<file path="src/logic/eil_pkg.sv">
// Package: register map, fields and reset values of the external interrupt latch
//
// Notes on behaviour
// - A qualifying low event on the pin sets the request latch until cleared.
// - A vector fetch for this interrupt acknowledges and clears the latch.
// - Writing one to the acknowledge bit acknowledges and clears the latch.
// - Reset clears latch, sensitivity, mask and acknowledge bits, even with pin low.
// - Edge mode: only falling edges set; any acknowledge clears at once.
// - Level mode: request clears after acknowledge and pin high, either order.
// - Level mode: request stays pending while the pin is held low.
// - Mask bit one withholds the request from priority logic; latch keeps working.
// - Pending flag reads the pending state, independent of the mask.
// - Acknowledge bit is write-only, reads zero, stores nothing.
// - Sensitivity bit read/write: one edge and level, zero edge only.
// - A falling edge after a software acknowledge latches a new request.
// - Serviced request loads the program counter from vector at FFFA/FFFB.
// - Break clear enable one: acknowledge in break clears, stays cleared after.
// - Break clear enable zero: software acknowledge in break leaves latch unchanged.
// - The current pin level is given to the CPU for branch tests.
package eil_pkg;
  localparam logic [11:0] EIL_STATUS_CONTROL_OFF = 12'h000;
  localparam logic [11:0] EIL_BREAK_CONTROL_OFF  = 12'h004;
  localparam int          EIL_MODE_BIT           = 0;
  localparam int          EIL_MASK_BIT           = 1;
  localparam int          EIL_ACK_BIT            = 2;
  localparam int          EIL_PEND_BIT           = 3;
  localparam int          EIL_BREAK_CLEAR_ENABLE_BIT           = 7;
  localparam logic        EIL_MODE_RST           = 1'b0;
  localparam logic        EIL_MASK_RST           = 1'b0;
  localparam logic        EIL_BREAK_CLEAR_ENABLE_RST           = 1'b0;
  localparam logic [15:0] EIL_VECTOR_HI_ADDR     = 16'hFFFA;
  localparam logic [15:0] EIL_VECTOR_LO_ADDR     = 16'hFFFB;
  typedef enum logic [1:0] {
    EIL_EDGE_ONLY  = 2'b01,
    EIL_EDGE_LEVEL = 2'b10
  } eil_sense_t;
endpackage

</file>
<file path="src/logic/eil_sync.sv">
// Two-flop synchroniser with previous-sample register for edge detection
`timescale 1ns/1ps
module eil_sync (
  input  wire logic pclk,
  input  wire logic presetn,
  input  wire logic din,
  output logic      sync_q,
  output logic      prev_q
);
  logic meta_q;

  always_ff @(posedge pclk or negedge presetn) begin
    if (!presetn) begin
      meta_q <= 1'b1;
      sync_q <= 1'b1;
      prev_q <= 1'b1;
    end else begin
      meta_q <= din;
      sync_q <= meta_q;
      prev_q <= sync_q;
    end
  end
endmodule

</file>
<file path="src/logic/eil_apb.sv">
// APB slave decode for the two control registers
`timescale 1ns/1ps
module eil_apb (
  input  wire logic [11:0] paddr,
  input  wire logic        psel,
  input  wire logic        penable,
  input  wire logic        pwrite,
  output logic             wr_sc,
  output logic             wr_brk,
  output logic             rd_sc,
  output logic             rd_brk,
  output logic             pready,
  output logic             pslverr
);
  import eil_pkg::*;
  wire access_w = psel & penable;
  wire hit_sc   = (paddr == EIL_STATUS_CONTROL_OFF);
  wire hit_brk  = (paddr == EIL_BREAK_CONTROL_OFF);

  assign pready  = 1'b1;
  assign wr_sc   = access_w & pwrite & hit_sc;
  assign wr_brk  = access_w & pwrite & hit_brk;
  assign rd_sc   = hit_sc;
  assign rd_brk  = hit_brk;
  assign pslverr = access_w & ~(hit_sc | hit_brk);
endmodule

</file>
<file path="src/logic/eil_top.sv">
// External interrupt latch: pin capture, acknowledge, mask, APB registers
//
// Our own choices: register access over APB and the register addresses.
`timescale 1ns/1ps
module eil_top (
  input  wire logic        pclk,
  input  wire logic        presetn,
  input  wire logic [11:0] paddr,
  input  wire logic        psel,
  input  wire logic        penable,
  input  wire logic        pwrite,
  input  wire logic [31:0] pwdata,
  output logic [31:0]      prdata,
  output logic             pready,
  output logic             pslverr,
  input  wire logic        irq_pin_n,
  input  wire logic        vector_fetch,
  input  wire logic        break_state,
  output logic             irq_request,
  output logic [15:0]      irq_vector_addr,
  output logic             irq_pin_level
);
  import eil_pkg::*;

  ////////////////////////////////////////////////////////////////
  logic        pin_q;
  logic        pin_prev_q;
  logic        wr_sc;
  logic        wr_brk;
  logic        rd_sc;
  logic        rd_brk;
  logic        latch_q;
  logic        latch_d;
  logic        mask_q;
  logic        break_clear_enable_q;
  logic        ack_seen_q;
  eil_sense_t  sense_q;
  logic [31:0] rdata_d;

  eil_sync u_sync (
    .pclk    (pclk),
    .presetn (presetn),
    .din     (irq_pin_n),
    .sync_q  (pin_q),
    .prev_q  (pin_prev_q)
  );

  eil_apb u_apb (
    .paddr   (paddr),
    .psel    (psel),
    .penable (penable),
    .pwrite  (pwrite),
    .wr_sc   (wr_sc),
    .wr_brk  (wr_brk),
    .rd_sc   (rd_sc),
    .rd_brk  (rd_brk),
    .pready  (pready),
    .pslverr (pslverr)
  );

  ////////////////////////////////////////////////////////////////
  wire level_mode = (sense_q == EIL_EDGE_LEVEL);
  wire fall_edge  = pin_prev_q & ~pin_q;
  wire sw_ack_raw = wr_sc & pwdata[EIL_ACK_BIT];
  wire sw_ack     = sw_ack_raw & (~break_state | break_clear_enable_q);
  wire ack        = sw_ack | vector_fetch;
  // Level mode clears only once the pin is high as well; a remembered ack counts
  wire clr_ok     = (ack | ack_seen_q) & (~level_mode | pin_q);
  wire pending    = latch_q | (level_mode & ~pin_q & ack_seen_q);

  // Set beats clear: a new edge in the acknowledge cycle is kept
  assign latch_d = fall_edge ? 1'b1 : (clr_ok ? 1'b0 : latch_q);

  always_ff @(posedge pclk or negedge presetn) begin
    if (!presetn) begin
      latch_q <= 1'b0;
    end else begin
      latch_q <= latch_d;
    end
  end

  // Acknowledge seen in level mode while pin low; clear at pin high
  always_ff @(posedge pclk or negedge presetn) begin
    if (!presetn) begin
      ack_seen_q <= 1'b0;
    end else if (!level_mode || pin_q || fall_edge) begin
      ack_seen_q <= 1'b0;
    end else if (ack && latch_q) begin
      ack_seen_q <= 1'b1;
    end
  end

  always_ff @(posedge pclk or negedge presetn) begin
    if (!presetn) begin
      mask_q  <= EIL_MASK_RST;
      sense_q <= EIL_EDGE_ONLY;
      break_clear_enable_q  <= EIL_BREAK_CLEAR_ENABLE_RST;
    end else begin
      if (wr_sc) begin
        mask_q  <= pwdata[EIL_MASK_BIT];
        sense_q <= pwdata[EIL_MODE_BIT] ? EIL_EDGE_LEVEL : EIL_EDGE_ONLY;
      end
      if (wr_brk) begin
        break_clear_enable_q <= pwdata[EIL_BREAK_CLEAR_ENABLE_BIT];
      end
    end
  end

  ////////////////////////////////////////////////////////////////
  // Read data: acknowledge bit always zero
  always_comb begin
    rdata_d = 32'h0000_0000;
    if (rd_sc) begin
      rdata_d[EIL_PEND_BIT] = pending;
      rdata_d[EIL_MASK_BIT] = mask_q;
      rdata_d[EIL_MODE_BIT] = level_mode;
    end else if (rd_brk) begin
      rdata_d[EIL_BREAK_CLEAR_ENABLE_BIT] = break_clear_enable_q;
    end
  end

  always_ff @(posedge pclk or negedge presetn) begin
    if (!presetn) begin
      prdata          <= 32'h0000_0000;
      irq_request     <= 1'b0;
      irq_pin_level   <= 1'b1;
      irq_vector_addr <= EIL_VECTOR_HI_ADDR;
    end else begin
      if (psel && !penable && !pwrite) begin
        prdata <= rdata_d;
      end
      irq_request     <= latch_d & ~mask_q;
      irq_pin_level   <= pin_q;
      irq_vector_addr <= EIL_VECTOR_HI_ADDR;
    end
  end
endmodule

</file>
<file path="config.mk">
export PLATFORM = sky130hd
export DESIGN_NAME = eil_top
export DESIGN_NICKNAME = d
export VERILOG_FILES = /design/src/logic/eil_pkg.sv /design/src/logic/eil_sync.sv /design/src/logic/eil_apb.sv /design/src/logic/eil_top.sv
export SDC_FILE = /design/constraint.sdc
export NUM_CORES = 1
export LEC_CHECK = 0
export BUFFER_PORTS_ARGS = -buffer_cell sky130_fd_sc_hd__buf_2
export CAP_MARGIN = 0
export CORE_ASPECT_RATIO = 1.1
export CORE_MARGIN = 4
export CORE_UTILIZATION = 38
export DETAILED_ROUTE_END_ITERATION = 6
export PLACE_DENSITY = 0.95
export SLEW_MARGIN = 20
export SYNTH_ARGS = -nofsm -noshare
export SYNTH_HDL_FRONTEND = slang
export SYNTH_HIERARCHICAL = 1
export SYNTH_SLANG_ARGS = --single-unit
</file>
<file path="constraint.sdc">
create_clock -name pclk -period 2.6 [get_ports pclk]
set_clock_uncertainty 0.1 [all_clocks]
set_input_delay 0.39 -clock pclk [delete_from_list [all_inputs] [get_ports pclk]]
set_output_delay 0.39 -clock pclk [all_outputs]
set_load 0.03 [all_outputs]
</file>
Yosys cells after proc, flatten, opt, wreduce, memory -nomap -nowiden

Cells that the tools add are included.
W data, S select, Z words.

Equal/unequal tests: 2
Multiplexer cells: 9
Bitwise gates (word level): 23
Reduce and logical (&&, ||, !) cells: 10

Operators by type and width:

| kind                  | number |
|---|---|
| $and A1 B1 Y1         | 12 |
| $eq A12 B3 Y1 const B | 1 |
| $logic_not A12 Y1     | 1 |
| $mux W1               | 7 |
| $or A1 B1 Y1          | 6 |
| $not A1 Y1            | 5 |
| $mux W2               | 2 |
| $logic_and A1 B1 Y1   | 3 |
| $logic_not A1 Y1      | 3 |
| $eq A2 B2 Y1 const B  | 1 |
| $logic_or A1 B1 Y1    | 2 |
| $reduce_bool A2 Y1    | 1 |

Register bits: 14
Input port bits: 52
Output and inout port bits: 52
Logic and storage cells: 54

Logic depth before layout (Yosys ltp)

Gate-level depths: netlist of the first run.

Depth in word-level cells: 11
Depth in mapped cells: 6
Mapped depth without buffers: 6

Modules after synthesis

Netlist of the first run, hierarchy kept.

By module, submodules not included:

| module   | instances | cells an instance | area an instance (µm²) | seq. area each (µm²) |
|---|---|---|---|---|
| eil_top  | 1         | 92                | 842.1                  | 302.8 |
| eil_apb  | 1         | 14                | 83.8                   | 0.0 |
| eil_sync | 1         | 3                 | 78.8                   | 78.8 |

Worst setup path after synthesis of the first run

No wires, ideal clock.

Path kind: input to register
From: input port paddr[5]
To: register irq_request
Library setup time: 130 ps
Arrival time: 1,568 ps
Required time: 2,370 ps
Path slack: 803 ps
Cell stages on the path: 6
Buffers on the path: 0
Path through: nor4_2 -> nand4_1 -> nor3_1 -> nand2_1 -> o211ai_1 -> a21oi_1

Word-level cells in the longest chain between the ends: 10

RTL lines:

| element               | RTL line       | text |
|---|---|---|
| from (decl)           | eil_top.sv:8   | `input wire logic [11:0] paddr,` |
| $logic_not A12 Y1     | eil_apb.sv:17  | `wire hit_sc = (paddr == EIL_STATUS_CONTROL_OFF);` |
| $and A1 B1 Y1         | eil_apb.sv:21  | `assign wr_sc = access_w & pwrite & hit_sc;` |
| named net wr_sc       | eil_top.sv:28  | `logic wr_sc;` |
| $and A1 B1 Y1         | eil_top.sv:64  | `wire sw_ack_raw = wr_sc & pwdata[EIL_ACK_BIT];` |
| $and A1 B1 Y1         | eil_top.sv:65  | `wire sw_ack = sw_ack_raw & (~break_state \| break_clear_enable_q);` |
| $or A1 B1 Y1          | eil_top.sv:66  | `wire ack = sw_ack \| vector_fetch;` |
| $or A1 B1 Y1          | eil_top.sv:68  | `wire clr_ok = (ack \| ack_seen_q) & (~level_mode \| pin_q);` |
| $and A1 B1 Y1         | eil_top.sv:68  |  |
| $mux W1 (2 in series) | eil_top.sv:72  | `assign latch_d = fall_edge ? 1'b1 : (clr_ok ? 1'b0 : latch_q);` |
| $and A1 B1 Y1         | eil_top.sv:132 | `irq_request <= latch_d & ~mask_q;` |
| to (signal assigned)  | eil_top.sv:132 |  |
| to (decl)             | eil_top.sv:19  | `output logic irq_request,` |

The timed path passes the listed nets, and every way through them passes these cells.
A chain may end at the register's enable or synchronous reset.

Worst setup path in the final report of the first run

Same ends and word-level chain as after synthesis.

==> metrics.txt, run 1 <==
end of the worst hold path u_sync/meta_q; Pleak 0.565 nW; Reg-to-Reg Start u_sync/sync_q; maximum vdd drop roughly 0.00028 V; Clock Sinks 15; R2R Setup Slk between 1 and 1.5 ns; crit-path max FO 5; total gr overflow 0; Hold Path Class input pin to flop; final hold slack 0.0979 ns; CTS tree yes; Fin. Hold Viols 0; routed wire length ~1600 um; All-Layer GR Usage ~8.4%; nets@finish roughly 190; routability congestion estimate from global placement between 0.7 and 0.8; H-tree depth 1; share of layout cells above drive strength 1 between 30% and 40%; FF+latch count, synth 15; first-pass GRT wire length about 2400 um; HPWL Detailed 1430 um; clock root buffer clkbuf_4; Worst Tran Pin Value ~0.57 ns; # fillers between 200 and 300; sequential share of the synthesized area roughly 38%; RSZ-0062 raised after global routing false; # IOs approximately 100; wire per inst approximately 9.3 um; final worst setup slack approximately 0.73 ns; top-area cell type share of the netlist area 33.6%; ANT cells 0; Final Non-Filler Cells 171; worst r2r path cells 3; setup bufs post-CTS 0; clk_lat worst skew 0.28 ns; WHS Path Cells 1; worst hold start irq_pin_n; 1st-pass router iterations 4; area growth from synthesis to final layout 3.49%; CTS buffer count 3; worst relative slew slack 61.5%; r2r endpoint irq_request; Die ar. 3530 um^2; die height 61.9 um; outcome complete, no violations; Post-Place Cells approximately 170; pre-CTS setup slack 0.426 ns; period utilization 72.0%; core area approximately 2500 um^2; CP Launch Type input pin; top cells by area, synth buf_4 (34%), dfrtp_1 (25%), dfstp_2 (13%); Slew Viols, Final 0; CP Capture Type flop; Fmax around 530 MHz; IO Port Bufs 30; WS Path Type input pin to flop; Rows 19; Worst EP arrival slightly below 2 ns; Post-Synthesis Cells 109; area post-placement about 1000 um^2; # DRC 0; Final Util between 40% and 50%; Unique masters post-synth 23; cell area after layout a little over 1000 um^2; vias in the first global route 565; Initial Utilization between 30% and 40%; initial antenna violation count 0; Initial DRC Count 9; Setup TNS 0 ns; power per cell area a little under 500 nW/um^2; total power a little over 500 uW; synth warn 6; Tmin final roughly 1.9 ns; Worst-path clk slew 0.09 ns; chip width about 57 um; Max Cap Violations 0; vias post-DR ~670; Final ANT Viol Nets 0; post-cts resize count 0; largest net degree at the start of global routing 16; Yosys top cell by area buf_4; Avg Synthesized Cell Area 9.22 um^2; CP required 2.65 ns; Max Buffers Root-to-Sink 2; Synth Cell Area 1000 um^2; post-DR vias/cell roughly 3.9; Final Setup Violations 0
-- synth_stat cells, drive strengths merged --
master,number
a21oi,2
a31oi,2
and3,1
and4,1
buf,46
conb,3
dfrtp,10
dfstp,5
inv,3
mux2,3
nand2,9
nand3,2
nand4,1
nor2,6
nor2b,3
nor3,3
nor4,2
o211ai,1
o21ai,4
o31ai,1
or3b,1
-- metal layers --
metal  vias to the layer above  track usage, %  share of wire [%]
met1                       303            9.96                 38
met5                         -               0                  0
met3                         2            1.86                 12
met4                         0            2.98               0.38
li1                        327               -                  -
met2                        40            15.3                 50
-- repair_timing --
action / 4_1_cts / 5_1_grt
endpoints found under the setup margin: 0 / 0
hold buffers: 1 / 0
hold endpoints to repair: 10 / 0
-- registers in the layout, indices dropped and copies added, names as in the netlist --
| register | count |
|---|---|
| u_sync/meta_q | 1 |
| u_sync/prev_q | 1 |
| u_sync/sync_q | 1 |
| irq_pin_level | 1 |
| sense_q | 2 |
| latch_q | 1 |
| break_clear_enable_q | 1 |
| mask_q | 1 |
| irq_request | 1 |
| ack_seen_q | 1 |
| prdata | 4 |
-- cells by family (layout without fill, tap and decap cells) --
group	count (synthesis)	count (layout)	synth area share [%]
AOI/OAI and AO/OA	10	10	6.23
buffers and inverters	49	38	35.9
DFF	15	15	38.0
muxes	3	3	3.36
other	3	45	1.12
and+or+nand+nor	29	29	15.4
-- critical path, stage by stage --
cell	delay [ns]
buf_2	0.10
nor4_2	0.30
nand4_1	0.16
nor3_1	0.47
nand2_1	0.14
o211ai_1	0.25
a21oi_1	0.11
-- cells in the final DEF, fill, tap and decap left out, types with 2 or more instances in the layout --
cell and n:
inv_1 3, clkbuf_4 3, conb_1 45, mux2_2 3, a31oi_1 2, nand2_1 9
nor2b_1 3, dfstp_2 5, nor2_1 6, buf_2 30, dfrtp_1 10, nor4_2 2
o21ai_1 3, nand3_1 2, nor3_1 3, a21oi_1 2
-- worst max-delay path by stage --
stage | startpoint | end | slack, ns | cells past startpoint
floorplan | paddr[5] | irq_request | 0.80 | 6
global placement | paddr[5] | irq_request | 0.51 | 7
detailed placement | paddr[5] | irq_request | 0.43 | 7
CTS | paddr[5] | irq_request | 0.72 | 7
global route | paddr[5] | irq_request | 0.56 | 7
finish | paddr[5] | irq_request | 0.73 | 7
-- area by class of cell --
| type | count | area, um^2 | share of cell area (%) |
|---|---|---|---|
| Sequential cell | 15 | 382 | 36.7 |
| Clock inverter | 1 | 5.00 | 0.481 |
| Inverter | 3 | 11.3 | 1.08 |
| Multi-Input combinational cell | 87 | 420 | 40.4 |
| Tap cell | 31 | 38.8 | 3.73 |
| Clock buffer | 3 | 22.5 | 2.17 |
| Timing Repair Buffer | 31 | 160 | 15.4 |
-- report_power, final --
group / total, mW / leakage [nW] / switching [mW] / internal [mW]
Sequential: 0.245 / 0.189 / 0.00325 / 0.242
Combinational: 0.133 / 0.359 / 0.112 / 0.0209
Clock: 0.129 / 0.0177 / 0.0723 / 0.0570
(Power assumes the default switching activity.)
==> run 2, diff against run 1 <==
--- a/config.mk
+++ b/config.mk
@@ -5,13 +5,14 @@
 export SDC_FILE = /design/constraint.sdc
 export NUM_CORES = 1
 export LEC_CHECK = 0
+export ABC_AREA = 1
 export BUFFER_PORTS_ARGS = -buffer_cell sky130_fd_sc_hd__buf_2
 export CAP_MARGIN = 0
 export CORE_ASPECT_RATIO = 1.1
 export CORE_MARGIN = 4
-export CORE_UTILIZATION = 38
+export CORE_UTILIZATION = 36
 export DETAILED_ROUTE_END_ITERATION = 6
-export PLACE_DENSITY = 0.95
+export PLACE_DENSITY = 0.92
 export SLEW_MARGIN = 20
 export SYNTH_ARGS = -nofsm -noshare
 export SYNTH_HDL_FRONTEND = slang
==> constraint.sdc (replaced) <==
create_clock -name pclk -period 1.9 [get_ports pclk]
set_clock_uncertainty 0.1 [all_clocks]
set_input_delay 0.285 -clock pclk [delete_from_list [all_inputs] [get_ports pclk]]
set_output_delay 0.285 -clock pclk [all_outputs]
set_load 0.03 [all_outputs]
==> run 2 against run 1 <==
Effect of this change:
- setup slack lost 0.27 ns
- die area grew 8.7%
- via count grew 11%
- combinational power grew 34%
- global-route usage grew 0.36 points
- critical path depth is the same
- register-to-register slack lost 0.67 ns
- sequential power grew 36%
- clock-buffer cell count grew 1
- synthesized cell count grew 24%
==> metrics.txt, run 2 <==
nets@finish about 220; vias post-DR ~750; Final Non-Filler Cells about 200; leading cell types by count after synthesis buf_4 (45), nand2_1 (22), inv_1 (15); top-area cell type share of the netlist area 32.3%; clk_lat worst skew about 0.27 ns; synth warn 6; CP required about 1.5 ns; H-tree depth 1; Seq pwr share between 40% and 50%; GR peak layer met2; Fmax between 600 and 700 MHz; Final Setup Violations 0; wire per inst between 8 and 9 um; 1st-pass router iterations 4; Unique masters post-synth 18; total gr overflow 0; Pleak around 0.67 nW; All-Layer GR Usage 8.79%; commonest cells after routing, fill and taps aside conb_1 (45), buf_2 (30), nand2_1 (22); clock root buffer clkbuf_4; first-pass GRT wire length roughly 2600 um; share of layout cells above drive strength 1 between 20 and 30%; M1 GR Usage 8.31%; CP startpoint paddr[3]; post-DR vias/cell approximately 3.7; initial antenna violation count 0; CP bufs+invs 2; chip width roughly 60 um; Post-Place Cells 195; IO Port Bufs 30; Initial DRC Count 17; Internal approximately 440 uW; Worst-path clk slew 0.08 ns; worst hold start pwdata[7]; most frequent cell after synthesis buf_4; Fin. Hold Viols 0; Avg Synthesized Cell Area approximately 7.8 um^2; Switch Pwr roughly 250 uW; WHS Path Cells 3; setup bufs post-CTS 0; period utilization ~76%; Comb pwr share approximately a quarter; crit-path max FO 3; Final ANT Viol Nets 0; CTS buffer count 3; Setup TNS 0 ns; RSZ-0062 raised after global routing false; maximum vdd drop 0.000256 V; met2 Track Usage GR roughly 17%; met3 Use GR under 10%; area growth from synthesis to final layout 5.50%; Critical Path, Cell by Cell buf_2, or2_1, nor2_2, nand2_2, nand2_2, nor2_1, buf_2; FF+latch count, synth 15; biggest regs prdata x4, sense_q x2; outcome complete, no violations; CTS tree yes; worst r2r path cells 5; routability congestion estimate from global placement around 0.75; Critical Path Max Stage Delay roughly 0.22 ns; Largest Register prdata; most common cell after layout, fill and taps aside conb_1; Worst EP arrival 1.06 ns; Tmin final between 1 and 1.5 ns; Critical-path top delay cell or2_1; CP Capture Type primary output; # DRC 0; end of the worst hold path break_clear_enable_q; Synth Cell Area between 1000 and 1500 um^2; post-cts resize count 0; HPWL Detailed around 1500 um; r2r endpoint prdata[3]; power per cell area a little over 600 nW/um^2; hold buffers post-CTS 2; R2R Setup Slk between 0.7 and 0.8 ns; Rows 20; Yosys top cell by area buf_4; Hold Path Class input pin to flop; routed wire length 1740 um; Max Buffers Root-to-Sink 2; Reg-to-Reg Start u_sync/sync_q; core area ~2800 um^2; largest net degree at the start of global routing 16; Initial Utilization between 30% and 40%; Clk pwr share 25.3%; Slew Viols, Final 0; Post-Synthesis Cells 135; EDFF count, synth 0; CP Depth 7; Max Cap Violations 0; Clock Sinks 15; ys flop type dfrtp_1; WS Path Type input pin to primary output; ANT cells 0; top cells by area, synth buf_4 (32%), dfrtp_1 (24%), dfstp_2 (13%); max reg flops 4; # IOs 104; Sw Ratio a little over a third; CP delay by family, top simple AND/OR/NAND/NOR gates; ys async rst share 100%; final hold slack around 0.12 ns; Die ar. 3840 um^2; sequential share of the synthesized area a little over a third; vias in the first global route roughly 690; die height about 65 um; CP Launch Type input pin
## run 2: routing by layer
metal / part of all wire [%] / wire length, um
met1: 34 / 596
met5: 0 / 0
met2: 53 / 923
met3: 12 / 206
met4: 1.0 / 18
## run 2: how the worst max path moves through the flow
stage	endpoint	slack, ns
floorplan	irq_request	0.49
global placement	irq_request	0.26
detailed placement	irq_request	0.22
CTS	pslverr	0.44
global route	pslverr	0.37
finish	pslverr	0.46
## run 2: cell type report
cell class | count | area (um^2)
timing repair buffer | 32 | 170
multi-input combinational | 102 | 429
tap | 33 | 41.3
inverter | 15 | 56.3
fill | 308 | 1670
sequential | 15 | 382
clock buffer | 4 | 26.3
## run 2: kinds of logic after synthesis
family,after synthesis,share of synthesized area (%)
buf+inv,60,37.6
simple gates,47,19.5
flops,15,36.4
compound gates,10,5.38
other cells,3,1.08
## run 2: power groups by stage
| stage | clock [mW] | combinational [mW] | sequential [mW] |
|---|---|---|---|
| after floorplan | 0 | 0.208 | 0.341 |
| after global placement | 0 | 0.171 | 0.338 |
| after detailed placement | 0 | 0.174 | 0.339 |
| after CTS | 0.182 | 0.177 | 0.333 |
| after global routing | 0.197 | 0.191 | 0.334 |
| final | 0.173 | 0.178 | 0.333 |
## run 2: tightest hold or removal path: cells and delay by family
family | cells | cell delay [ns]
AND/OR/NAND/NOR | 1 | 0.04
buffers and inverters | 1 | 0.08
AO/OA/AOI/OAI | 1 | 0.05
## run 2: per-stage QoR
step / power [mW] / utilization, % / area [um^2] / worst slack [ns]
2_1_floorplan: 0.549 / - / 1200 / 0.490
3_3_place_gp: 0.510 / 38.1 / 1060 / 0.264
3_5_place_dp: 0.513 / 38.1 / 1060 / 0.224
4_1_cts: 0.693 / 39.8 / 1100 / 0.440
5_1_grt: 0.722 / 39.8 / 1100 / 0.366
6_report: 0.685 / 39.8 / 1100 / 0.455
==> run 3, diff against run 2 <==
==> constraint.sdc (replaced) <==
create_clock -name pclk -period 1.5 [get_ports pclk]
set_clock_uncertainty 0.1 [all_clocks]
set_input_delay 0.225 -clock pclk [delete_from_list [all_inputs] [get_ports pclk]]
set_output_delay 0.225 -clock pclk [all_outputs]
set_load 0.03 [all_outputs]
==> run 3 against run 2 <==
Effect of this change:
- sequential power rose by 27%
- die area is the same
- via count rose by 0.40%
- critical path depth stayed put
- setup slack worse by 0.28 ns
- combinational power increased by 27%
- critical path type unchanged
==> metrics.txt, run 3 (synthesized netlist as in run 2, its figures left out) <==
outcome complete, no violations; Setup TNS 0 ns; Die ar. roughly 3800 um^2; Reg-to-Reg Start u_sync/sync_q; Worst EP arrival 1.00 ns; CP startpoint paddr[3]; final hold slack ~0.052 ns; share of layout cells above drive strength 1 between 20 and 30%; area growth from synthesis to final layout 6.33%; vias in the first global route between 600 and 700; initial antenna violation count 0; Hold Path Class input pin to flop; # fillers around 310; CP bufs+invs 2; area of the multi-input gates 429 um^2; nets@finish around 220; wire per inst 8.43 um; WS Path Type input pin to primary output; Rows 20; crit-path max FO 3; CTS buffer count 3; r2r endpoint prdata[3]; All-Layer GR Usage roughly 8%; Initial DRC Count 8; total gr overflow 0; core area ~2800 um^2; IO Port Bufs 30; total power slightly below 900 uW; max reg flops 4; Fin. Hold Viols 0; chip width roughly 59 um; Initial Utilization between 30% and 40%; Critical Path Max Stage Delay ~0.22 ns; post-DR vias/cell 3.70; worst r2r path cells 5; Clock Sinks 15; Largest Register prdata; Critical-path top delay cell or2_1; commonest cells after routing, fill and taps aside conb_1 (45), buf_2 (30), nand2_1 (22); Register Area between 300 and 400 um^2; post-cts resize count 0; maximum vdd drop 0.000330 V; Pleak 0.678 nW; Final ANT Viol Nets 0; power per cell area about 780 nW/um^2; CTS tree yes; Critical Path, Cell by Cell buf_2, or2_1, nor2_2, nand2_2, nand2_2, nor2_1, buf_2; Max Buffers Root-to-Sink 2; ANT cells 0; CP Launch Type input pin; most common cell after layout, fill and taps aside conb_1; RSZ-0062 raised after global routing false; setup bufs post-CTS 0; end of the worst hold path break_clear_enable_q; clk_lat worst skew 0.27 ns; HPWL Detailed ~1500 um; R2R Setup Slk about 0.32 ns; Max Cap Violations 0; biggest regs prdata x4, sense_q x2; WHS Path Cells 3; period utilization about nine tenths; routability congestion estimate from global placement roughly 0.76; Final Util 40.1%; routed wire length between 1500 and 2000 um; Tmin final approximately 1.3 ns; CP delay by family, top simple AND/OR/NAND/NOR gates; vias post-DR ~750; CP Capture Type primary output; # DRC 0; Final Setup Violations 0; Slew Viols, Final 0; die height 64.6 um; cell area after layout around 1100 um^2; worst hold start pwdata[7]; clock root buffer clkbuf_4; area post-placement about 1100 um^2; Fmax 754 MHz; hold buffers post-CTS 2; 1st-pass router iterations 4; Worst-path clk slew about 0.08 ns; H-tree depth 1; CP required roughly 1.2 ns; first-pass GRT wire length between 2000 and 2500 um; # IOs 104; largest net degree at the start of global routing 16
-- run 3: worst max path at each step --
stage	cells after the start	endpoint	slack (ns)
detailed placement	12	irq_request	0.005
global placement	12	irq_request	0.04
finish	7	pslverr	0.17
global route	8	pslverr	0.1
floorplan	11	irq_request	0.15
CTS	7	pslverr	0.16
-- run 3: area by class of cell --
type | instances | area share [%]
clock buffer | 3 | 2.02
clock inverter | 1 | 0.449
inverter | 15 | 5.06
multi-input combinational | 102 | 38.5
sequential | 15 | 34.3
tap | 33 | 3.71
timing repair buffer | 33 | 16.0
-- run 3: worst register-to-register path: cells and delay by family (launching register included) --
family	cells	cell delay (ns)
flip-flops	1	0.55
AND/OR/NAND/NOR	1	0.11
AO/OA/AOI/OAI	2	0.20
buffers and inverters	2	0.11
-- run 3: metal layers --
metal | wire, um | GRT usage [%] | vias up
met1 | 560 | 7.96 | 325
met5 | 0 | 0 | -
met2 | 888 | 14.8 | 40
li1 | - | - | 381
met3 | 234 | 2.79 | 2
met4 | 19 | 3.40 | 0
-- run 3: power by group --
part	switching [mW]	total, mW	internal (mW)
logic	0.190	0.226	0.0362
clock network	0.118	0.216	0.0986
registers	0.00530	0.422	0.417
total	0.313	0.865	0.552
-- run 3: metrics by stage --
step | std cells | worst slack, ns
after floorplan | 177 | 0.150
after global placement | 196 | 0.0385
after detailed placement | 196 | 0.00530
after CTS | 202 | 0.159
after global routing | 202 | 0.0995
final | 202 | 0.175
